[src/rcs_regs_cfg.svh]
// Address map, field positions, reset values and widths of the result, tally and supply registers.
`ifndef RCS_REGS_CFG_SVH
`define RCS_REGS_CFG_SVH

`define RCS_ADDR_WIDTH 8
`define RCS_DATA_WIDTH 16
`define RCS_TALLY_WIDTH 32
`define RCS_CONV_WIDTH 24
`define RCS_NUM_CHANNELS 4

`define RCS_ADDR_LAST_UPPER 8'h4D
`define RCS_ADDR_LAST_LOW 8'h4E
`define RCS_ADDR_TALLY_UPPER_A 8'h4F
`define RCS_ADDR_TALLY_LOWER_A 8'h50
`define RCS_ADDR_TALLY_UPPER_D 8'h55
`define RCS_ADDR_TALLY_LOWER_D 8'h56
`define RCS_ADDR_SUPPLY_STATUS 8'h57

`define RCS_BIT_HIGH_SIDE 6
`define RCS_BIT_LOW_SIDE 5
`define RCS_BIT_OUT_SUPPLY 4
`define RCS_BIT_CORE 3
`define RCS_BIT_DIGITAL 2
`define RCS_BIT_NEGATIVE 1
`define RCS_BIT_CAL_MEM 0
`define RCS_STATUS_USED 7

`define RCS_RESET_DATA 16'h0000
`define RCS_RESET_CONV 24'h00_0000
`define RCS_RESET_TALLY 32'h0000_0000

`endif

[src/rcs_pkg.sv]
// Types shared by the result, tally and supply status register bank.
`default_nettype none
`include "rcs_regs_cfg.svh"

package rcs_pkg;

    typedef struct packed {
        logic read;
        logic write;
        logic [`RCS_ADDR_WIDTH-1:0] addr;
        logic [`RCS_DATA_WIDTH-1:0] wdata;
    } rcs_reg_req_t;

    typedef struct packed {
        logic isDiag;
        logic [2:0] source;
        logic [`RCS_CONV_WIDTH-1:0] value;
    } rcs_conv_result_t;

    // Bit order matches status bits 6 down to 1.
    typedef struct packed {
        logic analog_supply_high_side_fault;
        logic analog_supply_low_side_fault;
        logic outputSupplyFault;
        logic analog_core_supply_fault;
        logic digital_supply_fault;
        logic negative_supply_fault;
    } rcs_supply_flags_t;

endpackage

`default_nettype wire

[src/rcs_regs.sv]
// Register bank for last conversion result, input edge tallies and sticky supply status.
`timescale 1ns/1ps
`default_nettype none
`include "rcs_regs_cfg.svh"

// How it works
// - Low result word shows bits 15..0 of the latest conversion, channel or diagnostic.
// - Upper word read first; low word held from that read until the low word is read.
// - Diagnostic results read with zero in the upper eight result bits.
// - Each channel has a 32-bit tally, upper and lower halves readable.
// - A tally counts only while its enable is set, otherwise stays frozen.
// - A tally past full scale wraps to zero silently and keeps counting.
// - Comparator invert flips the level so the opposite edge counts.
// - Analog supply undervoltage sets high-side bit 6 and low-side bit 5.
// - Output supply low sets bit 4; analog core supply low sets bit 3.
// - Negative supply rising too high sets bit 1.
// - Digital supply low sets bit 2; write-one clears it, set preferred.
// - Calibration memory checksum or uncorrectable fault on load sets bit 0.
// - Any register access before calibration refresh ends also sets bit 0.
// - Write-one clears bit 0 when its only cause was a premature access.
// - A real calibration memory fault keeps bit 0 set despite write-one.
module rcs_regs
    import rcs_pkg::*;
(
    // Clock and reset.
    input wire logic clock,
    input wire logic reset_n,
    // Register access from the serial interface decoder.
    input wire rcs_reg_req_t regReq,
    output logic [`RCS_DATA_WIDTH-1:0] readData,
    output logic readValid,
    // Converter result.
    input wire logic convDone,
    input wire rcs_conv_result_t convResult,
    // Digital input channels.
    input wire logic [`RCS_NUM_CHANNELS-1:0] deglitchedComp,
    input wire logic [`RCS_NUM_CHANNELS-1:0] countEnable,
    input wire logic [`RCS_NUM_CHANNELS-1:0] comparator_invert,
    // Supply monitors and calibration memory.
    input wire rcs_supply_flags_t supplyFlags,
    input wire logic calMemFault,
    input wire logic calMemRefreshDone
);

    ////////////////////////////////////////////////////////////////////////////
    // Decode helpers.

    function automatic logic isTallyAddr(input logic [`RCS_ADDR_WIDTH-1:0] a);
        return (a >= `RCS_ADDR_TALLY_UPPER_A) && (a <= `RCS_ADDR_TALLY_LOWER_D);
    endfunction

    function automatic logic [1:0] tallyChannel(input logic [`RCS_ADDR_WIDTH-1:0] a);
        logic [`RCS_ADDR_WIDTH-1:0] delta;
        delta = a - `RCS_ADDR_TALLY_UPPER_A;
        return delta[2:1];
    endfunction

    function automatic logic isTallyUpper(input logic [`RCS_ADDR_WIDTH-1:0] a);
        logic [`RCS_ADDR_WIDTH-1:0] delta;
        delta = a - `RCS_ADDR_TALLY_UPPER_A;
        return ~delta[0];
    endfunction

    ////////////////////////////////////////////////////////////////////////////
    // Last conversion result and the upper-then-low read pairing.

    rcs_conv_result_t latest_conversion_value;
    logic [`RCS_DATA_WIDTH-1:0] heldLow;
    logic holdValid;
    logic readUpper;
    logic readLow;

    assign readUpper = regReq.read && (regReq.addr == `RCS_ADDR_LAST_UPPER);
    assign readLow = regReq.read && (regReq.addr == `RCS_ADDR_LAST_LOW);

    always_ff @(posedge clock or negedge reset_n) begin
        if (!reset_n) begin
            latest_conversion_value <= '0;
        end else if (convDone) begin
            latest_conversion_value <= convResult;
        end
    end

    // A conversion landing between the two reads must not tear the 24-bit value.
    always_ff @(posedge clock or negedge reset_n) begin
        if (!reset_n) begin
            heldLow <= `RCS_RESET_DATA;
            holdValid <= 1'b0;
        end else if (readUpper) begin
            heldLow <= latest_conversion_value.value[15:0];
            holdValid <= 1'b1;
        end else if (readLow) begin
            holdValid <= 1'b0;
        end
    end

    ////////////////////////////////////////////////////////////////////////////
    // Input edge tallies.

    logic [`RCS_TALLY_WIDTH-1:0] input_edge_tally [`RCS_NUM_CHANNELS];
    logic [`RCS_NUM_CHANNELS-1:0] prevLevel;
    logic [`RCS_NUM_CHANNELS-1:0] countLevel;
    logic [`RCS_NUM_CHANNELS-1:0] countEdge;

    assign countLevel = deglitchedComp ^ comparator_invert;
    assign countEdge = countLevel & ~prevLevel;

    // Toggling the invert setting looks like an edge; software should do it with counting off.
    always_ff @(posedge clock or negedge reset_n) begin
        if (!reset_n) begin
            prevLevel <= '0;
        end else begin
            prevLevel <= countLevel;
        end
    end

    always_ff @(posedge clock or negedge reset_n) begin
        if (!reset_n) begin
            for (int i = 0; i < `RCS_NUM_CHANNELS; i++) begin
                input_edge_tally[i] <= `RCS_RESET_TALLY;
            end
        end else begin
            for (int i = 0; i < `RCS_NUM_CHANNELS; i++) begin
                // Plain modulo add: full scale rolls to zero with no flag.
                if (countEnable[i] && countEdge[i]) begin
                    input_edge_tally[i] <= input_edge_tally[i] + 1'b1;
                end
            end
        end
    end

    ////////////////////////////////////////////////////////////////////////////
    // Supply and calibration memory status.

    logic [`RCS_STATUS_USED-1:1] supplySticky;
    logic calFaultSticky;
    logic prematureAccess;
    logic statusWrite;
    logic anyAccess;
    logic [`RCS_STATUS_USED-1:1] supplySet;

    assign statusWrite = regReq.write && (regReq.addr == `RCS_ADDR_SUPPLY_STATUS);
    assign anyAccess = regReq.read || regReq.write;
    assign supplySet = supplyFlags;

    // Set wins over a write-one clear arriving in the same cycle.
    always_ff @(posedge clock or negedge reset_n) begin
        if (!reset_n) begin
            supplySticky <= '0;
        end else begin
            supplySticky <= (supplySticky & ~({`RCS_STATUS_USED-1{statusWrite}}
                & regReq.wdata[`RCS_STATUS_USED-1:1])) | supplySet;
        end
    end

    // A genuine memory fault is never cleared by software; only reset removes it.
    always_ff @(posedge clock or negedge reset_n) begin
        if (!reset_n) begin
            calFaultSticky <= 1'b0;
        end else if (calMemFault) begin
            calFaultSticky <= 1'b1;
        end
    end

    always_ff @(posedge clock or negedge reset_n) begin
        if (!reset_n) begin
            prematureAccess <= 1'b0;
        end else if (anyAccess && !calMemRefreshDone) begin
            prematureAccess <= 1'b1;
        end else if (statusWrite && regReq.wdata[`RCS_BIT_CAL_MEM]) begin
            prematureAccess <= 1'b0;
        end
    end

    ////////////////////////////////////////////////////////////////////////////
    // Read port.

    logic [`RCS_DATA_WIDTH-1:0] next_readData;
    logic [`RCS_TALLY_WIDTH-1:0] tallySel;

    always_comb begin
        next_readData = `RCS_RESET_DATA;
        tallySel = input_edge_tally[tallyChannel(regReq.addr)];
        if (regReq.addr == `RCS_ADDR_LAST_UPPER) begin
            next_readData[10:8] = latest_conversion_value.source;
            if (!latest_conversion_value.isDiag) begin
                next_readData[7:0] = latest_conversion_value.value[23:16];
            end
        end else if (regReq.addr == `RCS_ADDR_LAST_LOW) begin
            next_readData = holdValid ? heldLow
                : latest_conversion_value.value[15:0];
        end else if (isTallyAddr(regReq.addr)) begin
            next_readData = isTallyUpper(regReq.addr) ? tallySel[31:16]
                : tallySel[15:0];
        end else if (regReq.addr == `RCS_ADDR_SUPPLY_STATUS) begin
            next_readData[`RCS_STATUS_USED-1:1] = supplySticky;
            next_readData[`RCS_BIT_CAL_MEM] = calFaultSticky | prematureAccess;
        end
    end

    always_ff @(posedge clock or negedge reset_n) begin
        if (!reset_n) begin
            readData <= `RCS_RESET_DATA;
            readValid <= 1'b0;
        end else begin
            readValid <= regReq.read;
            if (regReq.read) begin
                readData <= next_readData;
            end
        end
    end

    ////////////////////////////////////////////////////////////////////////////
    // Checks.

    property p_diagUpperZero;
        @(posedge clock) disable iff (!reset_n)
        readUpper && latest_conversion_value.isDiag |=> readValid && readData[7:0] == 8'h00;
    endproperty
    a_diagUpperZero: assert property (p_diagUpperZero)
        else $error("diag upper bits not zero");

    property p_pairedLow;
        @(posedge clock) disable iff (!reset_n)
        readUpper ##1 readLow |=> readData == $past(latest_conversion_value.value[15:0], 2);
    endproperty
    a_pairedLow: assert property (p_pairedLow)
        else $error("low word not held from upper read");

    property p_liveLow;
        @(posedge clock) disable iff (!reset_n)
        readLow && !holdValid |=> readData == $past(latest_conversion_value.value[15:0]);
    endproperty
    a_liveLow: assert property (p_liveLow)
        else $error("low word not latest result");

    property p_frozen;
        @(posedge clock) disable iff (!reset_n)
        !countEnable[0] |=> $stable(input_edge_tally[0]);
    endproperty
    a_frozen: assert property (p_frozen)
        else $error("tally moved while disabled");

    property p_increment;
        @(posedge clock) disable iff (!reset_n)
        countEnable[0] && (deglitchedComp[0] ^ comparator_invert[0]) && !prevLevel[0]
        |=> input_edge_tally[0] == $past(input_edge_tally[0]) + 1'b1;
    endproperty
    a_increment: assert property (p_increment)
        else $error("tally missed an edge");

    property p_wrap;
        @(posedge clock) disable iff (!reset_n)
        countEnable[0] && countEdge[0] && (&input_edge_tally[0]) |=> input_edge_tally[0] == '0;
    endproperty
    a_wrap: assert property (p_wrap)
        else $error("tally did not wrap to zero");

    property p_supplySet;
        @(posedge clock) disable iff (!reset_n)
        supplyFlags.analog_supply_high_side_fault ##1 regReq.read
        && regReq.addr == `RCS_ADDR_SUPPLY_STATUS |=> readData[`RCS_BIT_HIGH_SIDE];
    endproperty
    a_supplySet: assert property (p_supplySet)
        else $error("supply fault bit not set");

    property p_premature;
        @(posedge clock) disable iff (!reset_n)
        anyAccess && !calMemRefreshDone |=> prematureAccess;
    endproperty
    a_premature: assert property (p_premature)
        else $error("early access not flagged");

    property p_realFaultStays;
        @(posedge clock) disable iff (!reset_n)
        calFaultSticky |=> calFaultSticky ##1 calFaultSticky;
    endproperty
    a_realFaultStays: assert property (p_realFaultStays)
        else $error("memory fault cleared");

    property p_reservedZero;
        @(posedge clock) disable iff (!reset_n)
        regReq.read && regReq.addr == `RCS_ADDR_SUPPLY_STATUS |=> readData[15:7] == 9'h000;
    endproperty
    a_reservedZero: assert property (p_reservedZero)
        else $error("reserved bits not zero");

    property p_calMemSet;
        @(posedge clock) disable iff (!reset_n)
        calMemFault |=> calFaultSticky;
    endproperty
    a_calMemSet: assert property (p_calMemSet)
        else $error("memory fault not flagged");

    property p_prematureClear;
        @(posedge clock) disable iff (!reset_n)
        statusWrite && regReq.wdata[`RCS_BIT_CAL_MEM] && calMemRefreshDone |=> !prematureAccess;
    endproperty
    a_prematureClear: assert property (p_prematureClear)
        else $error("early access flag not cleared");

    property p_tallyLow;
        @(posedge clock) disable iff (!reset_n)
        regReq.read && regReq.addr == `RCS_ADDR_TALLY_LOWER_A
        |=> readData == $past(input_edge_tally[0][15:0]);
    endproperty
    a_tallyLow: assert property (p_tallyLow)
        else $error("lower tally half not returned");

endmodule // rcs_regs

`default_nettype wire

[config.mk]
export PLATFORM = sky130hd
export DESIGN_NAME = rcs_regs
export DESIGN_NICKNAME = d
export VERILOG_FILES = /design/src/rcs_pkg.sv /design/src/rcs_regs.sv
export VERILOG_INCLUDE_DIRS = /design/src
export SDC_FILE = /design/constraint.sdc
export NUM_CORES = 1
export LEC_CHECK = 0
export BUFFER_PORTS_ARGS = -buffer_cell sky130_fd_sc_hd__buf_2
export CAP_MARGIN = 40
export CORE_ASPECT_RATIO = 1.1
export CORE_MARGIN = 3
export CORE_UTILIZATION = 40
export CTS_BUF_LIST = sky130_fd_sc_hd__clkbuf_8
export DETAILED_ROUTE_END_ITERATION = 10
export SYNTH_ARGS = -nofsm -noshare
export SYNTH_HDL_FRONTEND = slang
export SYNTH_SLANG_ARGS = --single-unit
export TNS_END_PERCENT = 50
[constraint.sdc]
create_clock -name clock -period 2.1 [get_ports clock]
set_clock_uncertainty 0.15 [all_clocks]
set_input_delay 0 -clock clock [delete_from_list [all_inputs] [get_ports clock]]
set_output_delay 0 -clock clock [all_outputs]
set_load 0.02 [all_outputs]
==> summary by stage, run 1 <==
Clock tree
After clock tree synthesis, the clock-pin slew on the worst setup and hold paths is 0.06 ns. Counting along the longest clock path gives a buffer depth of 3. The cell at the root of the clock tree is sky130_fd_sc_hd__clkbuf_8.

In this run, CTS created clock tree buffers numbering 38. The tree built by TritonCTS fans out to 202 sinks. In this run the number of H-tree levels came out at 2. For the worst-skew pair, the clock arrives at the later sink with an insertion delay of 0.53 ns.

TritonCTS built the clock tree.

STA
After layout, the minimum clock period comes to between 2 and 2.5 ns. The count of final hold-check violations is 0. The highest clock rate is 0.497 GHz. Across all setup checks in the final design, the least slack found is 0.0861 ns. Setup repair after global routing could not meet its margin everywhere. The summed negative setup slack over all endpoints is 0 ns. The worst pin sits at a relative slew slack of 56.9%. The number of pins exceeding their max-slew limit in the final report is 0.

At the pin with the least slew margin, the transition time is 0.646 ns. Setup violations remaining at the end of the flow were counted as 0. The ratio of final minimum period to clock period is a little over nine tenths.

The tightest hold path in the finished design has a slack of ~0.0062 ns.

Synthesis
The cell type with the highest aggregate area in the netlist is sky130_fd_sc_hd__dfrtp_1. The number of register bits inferred by synthesis is 202. The synthesized netlist net count is 1027. Sorting the synthesized cells by area gives the leading types as sky130_fd_sc_hd__dfrtp_1 50%, sky130_fd_sc_hd__xnor2_1 7.9%, sky130_fd_sc_hd__mux2_2 5.7%. After synthesis, the most frequently instantiated cells are 202 x sky130_fd_sc_hd__dfrtp_1, 131 x sky130_fd_sc_hd__nand2_1, 91 x sky130_fd_sc_hd__xnor2_1, 61 x sky130_fd_sc_hd__nand3_1, 51 x sky130_fd_sc_hd__mux2_2. The most numerous cell in the Yosys netlist is sky130_fd_sc_hd__dfrtp_1.

The fraction of post-synthesis cell area in the top cell type by area is 50.0%. The distinct cell type count after synthesis is 57. The cell count after synthesis is 943. Of all flip-flops after synthesis, the portion carrying an async set or reset was 100%. The most common flop cell mapped by yosys is sky130_fd_sc_hd__dfrtp_1. The share of the Yosys chip area taken by registers is about half. The number of warnings printed during yosys synthesis is 0. In this run, synthesis inferred 0 flip-flops with an integrated enable. The mean post-synth cell area is 10.7 sq um.

The post-synthesis cell area is 10100 sq um.

Die
The total area inside the core boundary comes to 24600 sq um. The die area is 27200 sq um. The height of the die is 173 microns. The boundary pin count is 94. The number of core rows is 60.

For this configuration, the core starts out at a cell density of between 40% and 50%. The width of the die is approximately 160 microns.

Setup path
The category of the critical setup timing path is flop to flop. At the worst endpoint, the arrival time is about 2.3 ns. The nature of the critical path endpoint is a flop. Measured in cells, the most critical reg-to-reg path has a length of 6. The worst-path maximum fanout is 5. STA classifies the critical path startpoint as a flop.

The data required time at the worst endpoint is 2.34 ns.

Global route
The global-route wire length before repair is 44.1 mm. The largest net degree at the start of global routing is 51. The total overflow left after global routing is 0. Global routing used roughly 20% of the available tracks across all layers. The via count of the first global-routing pass was between 8000 and 9000. The number of antenna violations at the first check in global routing came to 0.

Detailed routing
After detailed routing, the number of remaining DRC violations is 0. The final routed wirelength across all metal layers is 27.2 mm. The number of design-rule violations left by the first detailed-router iteration is 515. The first-pass detailed-route iteration total is 5.

The routed via count divided by cell count is 5.29. Dividing the detail-routed wire length by the instance count gives 17.9 microns. The routed via count is 8045. Once detail routing completed, the nets flagged for antenna violations numbered 0.

Power
The cell leakage power is 5.88 nW. Dividing total power by cell area gives a power density of 730 nW/um^2. Across the VDD grid, the largest voltage drop is 0.000520 V.

Final layout
The filler cell count in the final layout is 2190. In the final layout, flip-flops and latches occupy 5050 sq um. The antenna diode instance count is 0. The synthesis-to-finish area growth is 29.2%. Summing all multi-input logic gate instances after layout gives 4850 sq um. In the final layout, the share of cells above drive strength 1 is 23.6%. The final net count is 1269. The summed area of non-filler cells in the final layout is roughly 13000 sq um.

Place
The HPWL after detailed placement is between 15 and 20 mm. The cell area after placement is 11300 sq um. The pre-CTS setup slack is 0.0377 ns.

Routability-driven placement finished with a final weighted congestion of 0.834. Input and output buffers added on the ports amount to 84.

Worst hold path
The worst hold path cell count is 5. The path class of the tightest hold or removal check is primary input to flop.

Run status
The run finished with clean final reports.

Flow run
The tool flagged a number of max-cap violations equal to 0.
metrics by stage:
step	util, %	instances	power [mW]
5_1_grt	53.0	1520	10.0
3_3_place_gp	45.9	1359	5.64
4_1_cts	52.9	1519	9.61
3_5_place_dp	45.9	1359	5.67
2_1_floorplan	-	943	5.14
6_report	53.0	1520	9.53
final cells by class:
type | count | share of cell area (%)
clock buffers | 50 | 5.27
clock inverters | 15 | 0.450
inverters | 19 | 0.546
multi-input cells | 682 | 37.1
flip-flops and latches | 202 | 38.7
well taps | 310 | 2.97
repair buffers | 242 | 14.9
cell usage in the layout (no fill, tap or decap), drive strengths merged, types with 3 or more instances in the layout:
master | synthesis | routed
dfrtp | 202 | 202
buf | 16 | 148
nand2 | 133 | 133
dlygate4sd3 | 0 | 92
xnor2 | 92 | 92
nand3 | 63 | 63
mux2 | 51 | 51
clkbuf | 24 | 51
mux2i | 38 | 38
xor2 | 38 | 38
nor2 | 35 | 35
nand4 | 35 | 35
inv | 19 | 32
a21oi | 25 | 25
a32oi | 23 | 23
and3 | 20 | 20
and4 | 14 | 14
o21ai | 14 | 14
o22ai | 10 | 10
nor2b | 10 | 10
nor4 | 10 | 10
a31o | 8 | 8
nor3 | 8 | 8
ha | 7 | 7
nand2b | 6 | 6
a21o | 6 | 6
a22oi | 5 | 5
and2 | 5 | 5
o21a | 3 | 3
a31oi | 3 | 3
path summary, 6_finish.rpt:
check | slack [ns] | from | end
min in group asynchronous | 0.48 | reset_n | readData[4]$_DFFE_PN0P_
max in group asynchronous | 0.94 | reset_n | latest_conversion_value[11]$_DFFE_PN0P_
min | 0.006 | regReq[20] | readData[6]$_DFFE_PN0P_
max | 0.09 | input_edge_tally[41]$_DFFE_PN0P_ | input_edge_tally[62]$_DFFE_PN0P_
max reg2reg | 0.09 | input_edge_tally[41]$_DFFE_PN0P_ | input_edge_tally[62]$_DFFE_PN0P_
min reg2reg | 0.32 | input_edge_tally[63]$_DFFE_PN0P_ | input_edge_tally[63]$_DFFE_PN0P_
power by group:
group          internal [mW]  total [mW]  switching (mW)
registers               4.17        4.46           0.290
logic                  0.683        1.33           0.652
clock network           2.11        3.74            1.63
sequential cells by signal, summed over array words and instances, names as in the netlist:
name / flops
supplySticky: 6
prematureAccess: 1
input_edge_tally: 128
holdValid: 1
readValid: 1
readData: 16
calFaultSticky: 1
latest_conversion_value: 28
heldLow: 16
prevLevel: 4
critical path: stages, from the launching register on:
cell and delay (ns):
sky130_fd_sc_hd__dfrtp_1 0.41, sky130_fd_sc_hd__nand4_1 0.21, sky130_fd_sc_hd__nor4_4 0.44, sky130_fd_sc_hd__and4_1 0.24
sky130_fd_sc_hd__buf_4 0.16, sky130_fd_sc_hd__nand4_1 0.12, sky130_fd_sc_hd__xnor2_1 0.15
what timing repair did:
action                                  4_1_cts  5_1_grt
endpoints found under the setup margin        0       10
hold buffers                                 95        0
hold endpoints to repair                    288        0
gates resized for setup                       0        7
setup buffers                                 0        2
layer usage:
layer	share of wire (%)	GRT usage [%]	wire [microns]	vias to the layer above
met1	45	27.5	12200	3989
met2	48	32.7	13100	191
met3	4.9	3.98	1330	42
met5	0	0	0	-
met4	2.2	5.93	586	0
li1	-	-	-	3823
kinds of logic after synthesis:
kind of cell / Yosys count / synth area share, %
xor+xnor: 130 / 11.3
buf+inv: 59 / 2.38
mux: 91 / 9.89
fa+ha+maj: 7 / 0.867
flops: 202 / 50.0
compound gates: 106 / 7.28
simple gates: 348 / 18.2
(Power assumes the default switching activity.)
==> run 2, diff against run 1 <==
==> constraint.sdc (replaced) <==
create_clock -name clock -period 1.88 [get_ports clock]
set_clock_uncertainty 0.15 [all_clocks]
set_input_delay 0 -clock clock [delete_from_list [all_inputs] [get_ports clock]]
set_output_delay 0 -clock clock [all_outputs]
set_load 0.02 [all_outputs]
==> run 2 against run 1 <==
Net effect:
- the flow now finishes with violations (hold timing)
- routed wire length is 5.6% higher
- global-route usage rose by 0.94 points
- clock-buffer cell count down 2
- via count increased by 4.2%
- critical path depth up 1
- power is 15% higher
- non-clock buffer count increased by 91
- first-iteration DRC count down 7.4%
- utilization increased by 3.3 points
- setup slack worse by 0.042 ns
- final cell count increased by 5.9%
==> summary by stage, run 2 (synthesis results as in run 1) <==
STA
The normalized max-slew margin is 56.5% (was 56.9%). RSZ-0062 raised after global routing: true (unchanged). The worst hold slack is -0.0114 ns (was 0.00622 ns). The final setup slack of the worst path is 0.0437 ns (was 0.0861 ns). The minimum clock period after layout is about 1.8 ns. The slew of the pin with the lowest slew margin was 0.653 ns (was 0.646 ns). The number of pins exceeding their max-slew limit in the final report came to 0 (unchanged). The final number of setup-violating endpoints is 0 (unchanged). Derived from the worst setup path, the maximum achievable clock frequency is between 0.5 and 0.6 GHz.

The ratio of final minimum period to clock period is 97.7%. The count of final hold-check violations came to 1 (was 0).

Place
The cell area after placement is 12000 sq um (was 11300 sq um). The weighted congestion reported at the end of routability-driven placement is 0.865 (was 0.834). The quantity of I/O buffers inserted on ports was 84 (unchanged). The post-DP HPWL is 20.8 mm (was 18.6 mm). The pre-CTS setup slack was -0.146 ns (was 0.0377 ns).

Global route
The largest net degree at the start of global routing is 65 (was 51). The global-route wire length before repair is 45.9 mm (was 44.1 mm). The via count of the first global-routing pass is 8838 (was 8316).

The overall routing resource usage is 21.1% (was 20.2%). The aggregate global routing overflow is 0 (unchanged). The number of antenna violations at the first check in global routing is 0 (unchanged).

Detailed routing
The routed via count divided by cell count is 5.21 (was 5.29). The average detailed-routed wire length per instance is 17.8 microns (was 17.9 microns). The first-pass detailed-route iteration total is 5 (unchanged).

The final routed wirelength across all metal layers was 28.7 mm (was 27.2 mm). The number of design-rule violations left by the first detailed-router iteration is 477 (was 515). The routed via count is 8382 (was 8045). The count of nets left with antenna violations after detail routing is 0 (unchanged). The remaining design rule violation count is 0 (unchanged).

Setup path
The startpoint of the worst-slack reg-to-reg timing path is input_edge_tally[65]$_DFFE_PN0P_ (was input_edge_tally[41]$_DFFE_PN0P_). The nature of the critical path endpoint is a flop (unchanged). The nature of the critical path startpoint is a primary input (was flop).

The worst-path maximum fanout came to 5 (unchanged). The cell count of the worst reg-to-reg path came to 7 (was 6). The category of the critical setup timing path is primary input to flop (was flop to flop). The capture point of the worst reg-to-reg path is input_edge_tally[92]$_DFFE_PN0P_ (was input_edge_tally[62]$_DFFE_PN0P_). The data required time at the worst endpoint came to 2.16 ns (was 2.34 ns). The data arrival time of the worst path was 2.11 ns (was 2.26 ns). The minimum setup slack among reg-to-reg paths was 0.05 ns (was 0.09 ns).

Final layout
The final net count was 1360 (was 1269). The synthesis-to-finish area growth was 37.2% (was 29.2%). The flip-flop count of the largest register after layout is 128 (unchanged). Regs by FF count: input_edge_tally x128, latest_conversion_value x28 (unchanged). Highest-count cells in the layout ignoring fill and taps: 201 x sky130_fd_sc_hd__dfrtp_1, 143 x sky130_fd_sc_hd__buf_4, 130 x sky130_fd_sc_hd__nand2_1 (was 202 x sky130_fd_sc_hd__dfrtp_1, 131 x sky130_fd_sc_hd__nand2_1, 92 x sky130_fd_sc_hd__dlygate4sd3_1). The register with the highest flop count was input_edge_tally (unchanged). The most common cell after layout, fill and taps aside is sky130_fd_sc_hd__dfrtp_1 (unchanged). The fraction of final layout cells with drive strength greater than 1 was 30.5% (was 23.6%).

The summed area of non-filler cells in the final layout was 13900 sq um (was 13100 sq um). The antenna diode instance count is 0 (unchanged).

Die
The width of the die is 158 microns (unchanged). The number of core rows came to 60 (unchanged). The core area is 24600 sq um (unchanged).

The die area is 27200 sq um (unchanged). The height of the die came to 173 microns (unchanged). The boundary pin count is 94 (unchanged). The starting utilization of the core area is 41.0% (unchanged).

Power
The net switching power figure came to 2.99 mW (was 2.57 mW). The relative contribution of combinational cells to total power is 17.3% (was 14.0%). The fraction of power consumed by the clock network is 38.0% (was 39.2%). The power density of the placed cells is 789 nW/um^2 (was 730 nW/um^2).

The part of the total power dissipated in sequential elements is 44.7% (was 46.8%). The cell-internal power is 7.95 mW (was 6.96 mW). The switching fraction of total power came to 27.3% (was 27.0%).

The cell leakage power is 6.33 nW (was 5.88 nW). The peak supply drop is 0.000427 V (was 0.000520 V).

Worst hold path
The worst hold path cell count is 7 (was 5). The type of the tightest min-delay check is primary input to flop (unchanged). The startpoint of the worst hold path is regReq[17] (was regReq[20]). The destination of the worst hold path is holdValid$_DFFE_PN0P_ (was readData[6]$_DFFE_PN0P_).

Flow run
The number of max-cap violations is 0 (unchanged).

Clock tree
The number of buffers on the longest clock path is 3 (unchanged). The count of clock tree sinks is 202 (unchanged). The TritonCTS clock tree was done (unchanged). The cell at the root of the clock tree was sky130_fd_sc_hd__clkbuf_8 (unchanged).

The insertion delay to the later sink of the worst-skew pair was 0.56 ns (was 0.53 ns). The number of levels in the clock H-tree is 2 (unchanged). The number of buffers inserted during clock tree synthesis is 38 (unchanged). The register clock-pin slew on the reported worst setup and hold paths was 0.06 ns (about the same).

Run status
The final reports fail on hold timing. Result of the run: finished, violations left (was finished clean).
-- run 2: cell types whose count changed in the layout (fill, tap and decap cells not counted), moves of 3 or more --
cell and delta:
sky130_fd_sc_hd__dlygate4sd3_1 +3, sky130_fd_sc_hd__and4_2 +3, sky130_fd_sc_hd__nor2_1 -3, sky130_fd_sc_hd__nor2_2 +3
sky130_fd_sc_hd__buf_4 +86, sky130_fd_sc_hd__and4_1 -4
-- run 2: what timing repair did --
item | CTS | global route
gates resized for setup | 5 | 30
endpoints found under the hold margin | 296 | 0
pin swaps | 3 | 10
hold buffers | 96 | 0
endpoints found under the setup margin | 14 | 58
setup buffers | 7 | 1
-- run 2: power by group through the flow --
stage	Combinational [mW]	Sequential [mW]	Clock, mW
2_1_floorplan	0.757	4.98	0
3_3_place_gp	1.63	4.94	0
3_5_place_dp	1.66	4.95	0
4_1_cts	1.87	4.88	4.27
5_1_grt	2.09	4.93	4.46
6_report	1.90	4.88	4.15
-- run 2: worst max path at each step --
| stage | endpoint | startpoint | depth (start not counted) | slack [ns] |
|---|---|---|---|---|
| floorplan | input_edge_tally[19]$_DFFE_PN0P_ | input_edge_tally[6]$_DFFE_PN0P_ | 5 | 0.004 |
| global placement | readData[13]$_DFFE_PN0P_ | regReq[16] | 8 | -0.11 |
| detailed placement | readData[13]$_DFFE_PN0P_ | regReq[16] | 8 | -0.15 |
| CTS | input_edge_tally[92]$_DFFE_PN0P_ | input_edge_tally[64]$_DFFE_PN0P_ | 7 | -0.004 |
| global route | input_edge_tally[46]$_DFFE_PN0P_ | input_edge_tally[38]$_DFFE_PN0P_ | 9 | -0.04 |
| finish | input_edge_tally[33]$_DFFE_PN0P_ | comparator_invert[2] | 7 | 0.04 |
-- run 2: metrics by stage --
step / total power [mW] / utilization, % / hold slack, ns / TNS, ns / cells
after global routing: 11.5 / 56.3 / 0.00254 / -0.162 / 1610
after global placement: 6.57 / 48.6 / -0.0971 / -0.821 / 1443
after CTS: 11.0 / 55.8 / 0.0164 / -0.00356 / 1609
after floorplan: 5.74 / - / -0.446 / 0 / 943
after detailed placement: 6.61 / 48.6 / -0.100 / -1.23 / 1443
final: 10.9 / 56.3 / -0.0114 / 0 / 1610
-- run 2: per-layer routing --
layer	global-route usage (%)	share of wire (%)	vias up
li1	-	-	4013
met1	27.7	44	4109
met2	35.1	48	204
met4	6.80	2.9	0
met5	0	0	-
met3	4.18	5.0	56
-- run 2: critical path: stages --
cell and delay, ns:
sky130_fd_sc_hd__dlygate4sd3_1 0.53, sky130_fd_sc_hd__buf_2 0.12, sky130_fd_sc_hd__xnor2_1 0.18, sky130_fd_sc_hd__buf_4 0.16, sky130_fd_sc_hd__dlygate4sd3_1 0.58, sky130_fd_sc_hd__nor2_2 0.19
sky130_fd_sc_hd__mux2_2 0.35
-- run 2: final cells by class --
class                   instances  area (sq um)
flip-flops and latches        202          5060
clock buffers                  48           661
repair buffers                333          2650
clock inverters                16          76.3
well taps                     310           388
multi-input cells             682          4960
inverters                      19          71.3
fillers                      2103         10800
==> run 3, diff against run 2 <==
--- a/config.mk
+++ b/config.mk
@@ -10,9 +10,10 @@
 export CAP_MARGIN = 40
 export CORE_ASPECT_RATIO = 1.1
 export CORE_MARGIN = 3
-export CORE_UTILIZATION = 40
+export CORE_UTILIZATION = 50
 export CTS_BUF_LIST = sky130_fd_sc_hd__clkbuf_8
 export DETAILED_ROUTE_END_ITERATION = 10
+export PLACE_DENSITY = 0.69
 export SYNTH_ARGS = -nofsm -noshare
 export SYNTH_HDL_FRONTEND = slang
 export SYNTH_SLANG_ARGS = --single-unit
==> run 3 against run 2 <==
Net effect:
- the run now ends clean
- highest routed layer unchanged
- design area fell by 2.0%
- clock-buffer cell count fell by 3
- global-route usage rose by 5.3 points
- die area fell by 19%
- largest cell class unchanged
- maximum frequency fell by 0.71%
==> summary by stage, run 3 (synthesis results as in run 1) <==
Clock tree
The cell at the root of the clock tree is sky130_fd_sc_hd__clkbuf_8 (unchanged). The number of buffers on the longest clock path is 3 (unchanged). The count of clock tree sinks is 202 (unchanged). The insertion delay to the later sink of the worst-skew pair is 0.53 ns (was 0.56 ns). The register clock-pin slew on the reported worst setup and hold paths is 0.05 ns (was 0.06 ns).

The number of levels in the clock H-tree is 2 (unchanged). The number of buffers inserted during clock tree synthesis came to 37 (was 38). The TritonCTS clock tree is done (unchanged).

Place
The quantity of I/O buffers inserted on ports is 84 (unchanged). The number of cells after detailed placement is 1373 (was 1443). The post-DP HPWL came to 20.0 mm (was 20.8 mm). The weighted congestion reported at the end of routability-driven placement came to 0.914 (was 0.865). The cell area after placement is 11800 sq um (was 12000 sq um). The pre-CTS setup slack is -0.110 ns (was -0.146 ns).

Detailed routing
The average detailed-routed wire length per instance is 18.7 microns (was 17.8 microns). The routed via count divided by cell count came to 5.62 (was 5.21). The remaining design rule violation count is 0 (unchanged). The count of nets left with antenna violations after detail routing is 0 (unchanged).

The final routed wirelength across all metal layers came to 28.6 mm (was 28.7 mm). The number of design-rule violations left by the first detailed-router iteration is 513 (was 477). The first-pass detailed-route iteration total is 5 (unchanged).

The routed via count is 8606 (was 8382).

Global route
The layer with the highest usage after global routing is met2 (unchanged). The met1 global-route usage is 34.7% (was 27.7%). The overall routing resource usage was 26.4% (was 21.1%). The number of antenna violations at the first check in global routing is 0 (unchanged). The aggregate global routing overflow is 0 (unchanged). The global routing met3 resource utilization is 4.95% (was 4.18%). The largest net degree at the start of global routing is 51 (was 65). The via count of the first global-routing pass is 8892 (was 8838). The met2 capacity usage during global routing is 43.5% (was 35.1%). The global-route wire length before repair is 46.4 mm (was 45.9 mm).

Setup path
The nature of the critical path endpoint is a flop (unchanged). The data required time at the worst endpoint is 2.14 ns (was 2.16 ns). The largest stage delay on the critical path is 0.61 ns (was 0.58 ns). The worst-path maximum fanout is 4 (was 5). The family with the most delay on the worst path is buffers and inverters (unchanged). The startpoint of the worst-slack reg-to-reg timing path is input_edge_tally[43]$_DFFE_PN0P_ (was input_edge_tally[65]$_DFFE_PN0P_). The cell repeated most along the worst path is sky130_fd_sc_hd__dlygate4sd3_1 (unchanged). The critical-path cell with the highest stage delay is sky130_fd_sc_hd__dlygate4sd3_1 (unchanged). The sum of buffers and inverters on the critical path is 4 (unchanged).

The timing startpoint of the critical path is deglitchedComp[2] (was comparator_invert[2]). The data arrival time of the worst path is 2.11 ns (about the same). The nature of the critical path startpoint is a primary input (unchanged).

Chain of cells forming the critical path: dlygate4sd3_1 -> buf_2 -> xnor2_1 -> buf_4 -> dlygate4sd3_1 -> nor2_4 -> mux2_2 (was dlygate4sd3_1 -> buf_2 -> xnor2_1 -> buf_4 -> dlygate4sd3_1 -> nor2_2 -> mux2_2). The category of the critical setup timing path is primary input to flop (unchanged).

STA
The count of final hold-check violations is 0 (was 1). The ratio of final minimum period to clock period is 98.4% (was 97.7%). The highest clock rate is 0.541 GHz (was 0.545 GHz). The slew of the pin with the lowest slew margin is 0.648 ns (was 0.653 ns). The normalized max-slew margin is 56.8% (was 56.5%). The final number of setup-violating endpoints was 0 (unchanged). RSZ-0062 raised after global routing: true (unchanged). The final setup slack of the worst path is 0.0306 ns (was 0.0437 ns). The minimum clock period after layout is 1.85 ns (was 1.84 ns). The number of pins exceeding their max-slew limit in the final report is 0 (unchanged). The summed negative setup slack over all endpoints is 0 ns (unchanged).

Die
The core area was 19500 sq um (was 24600 sq um). The number of core rows came to 53 (was 60). The width of the die was 142 microns (was 158 microns).

The boundary pin count came to 94 (unchanged). The die area is 22000 sq um (was 27200 sq um). The starting utilization of the core area is 51.8% (was 41.0%). The height of the die is 155 microns (was 173 microns).

Worst hold path
The type of the tightest min-delay check is primary input to flop (unchanged). The startpoint of the worst hold path is comparator_invert[0] (was regReq[17]).

Final layout
Highest-count cells in the layout ignoring fill and taps: 202 x sky130_fd_sc_hd__dfrtp_1, 132 x sky130_fd_sc_hd__buf_4, 130 x sky130_fd_sc_hd__nand2_1 (was 201 x sky130_fd_sc_hd__dfrtp_1, 143 x sky130_fd_sc_hd__buf_4, 130 x sky130_fd_sc_hd__nand2_1). The fraction of final layout cells with drive strength greater than 1 came to 29.7% (was 30.5%). The synthesis-to-finish area growth was 34.4% (was 37.2%).

The final instance count without filler cells is 1531 (was 1610). The summed area of non-filler cells in the final layout was 13600 sq um (was 13900 sq um). Regs by FF count: input_edge_tally x128, latest_conversion_value x28 (unchanged). The final net count is 1344 (was 1360). The antenna diode instance count was 0 (unchanged). The final cell utilization of the core is 69.7% (was 56.3%). The most common cell after layout, fill and taps aside is sky130_fd_sc_hd__dfrtp_1 (unchanged). The register with the highest flop count is input_edge_tally (unchanged). The flip-flop count of the largest register after layout is 128 (unchanged).

Power
The cell leakage power is 6.26 nW (was 6.33 nW). The peak supply drop is 0.000620 V (was 0.000427 V). The power density of the placed cells is 795 nW/um^2 (was 789 nW/um^2).

Run status
Result of the run: finished clean (was finished, violations left).

Flow run
The number of max-cap violations is 0 (unchanged).
[run 3: cell types whose count changed in the layout (fill, tap and decap cells not counted), moves of 3 or more]
| cell | before | now |
|---|---|---|
| sky130_fd_sc_hd__buf_4 | 143 | 132 |
| sky130_fd_sc_hd__dlygate4sd3_1 | 95 | 90 |
| sky130_fd_sc_hd__nor4_2 | 2 | 5 |
| sky130_fd_sc_hd__clkbuf_8 | 49 | 46 |
| sky130_fd_sc_hd__clkinv_2 | 3 | 6 |
[run 3: per-stage QoR]
| step | hold slack [ns] | total power, mW |
|---|---|---|
| floorplan | -0.446 | 5.74 |
| global placement | -0.222 | 6.58 |
| detailed placement | -0.221 | 6.63 |
| CTS | 0.0295 | 10.8 |
| global route | 0.0321 | 11.3 |
| finish | 0.0200 | 10.8 |
[run 3: where the power goes]
group	internal [mW]	switching, mW	total [mW]
clock	2.15	1.79	3.95
combinational	1.04	0.934	1.97
sequential	4.66	0.225	4.88
[run 3: repair_timing]
item	in CTS	in global routing
endpoints found under the setup margin	7	48
pin swaps	1	9
buffers inserted	0	4
resized for setup	3	25
hold endpoints to repair	275	2
hold buffers	91	1
cloned	0	0
[run 3: path summary, 6_finish.rpt]
check / endpoint / slack, ns / cells past startpoint
max reg2reg: input_edge_tally[62]$_DFFE_PN0P_ / 0.06 / 5
min reg2reg: calFaultSticky$_DFFE_PN0P_ / 0.32 / 1
min in group asynchronous: latest_conversion_value[4]$_DFFE_PN0P_ / 0.46 / 4
min: input_edge_tally[103]$_DFFE_PN0P_ / 0.02 / 6
max in group asynchronous: input_edge_tally[71]$_DFFE_PN0P_ / 0.75 / 4
max: input_edge_tally[33]$_DFFE_PN0P_ / 0.03 / 7
[run 3: cell type report]
type	instances	area, sq um
fill	1426	5920
sequential	202	5050
multi-input combinational	682	4920
timing repair buffer	318	2530
clock buffer	45	619
tap	247	309
clock inverter	18	75.1
inverter	19	71.3
[run 3: layer usage]
| layer | wire [microns] | up-vias |
|---|---|---|
| li1 | - | 3963 |
| met1 | 11900 | 4256 |
| met2 | 13800 | 308 |
| met3 | 1880 | 79 |
| met4 | 1030 | 0 |
| met5 | 0 | - |
[run 3: tightest hold or removal path: stages]
cell and delay, ns:
sky130_fd_sc_hd__buf_2 0.10, sky130_fd_sc_hd__xor2_2 0.08, sky130_fd_sc_hd__and4_4 0.18, sky130_fd_sc_hd__buf_6 0.14
sky130_fd_sc_hd__nand2_1 0.07, sky130_fd_sc_hd__xnor2_1 0.06
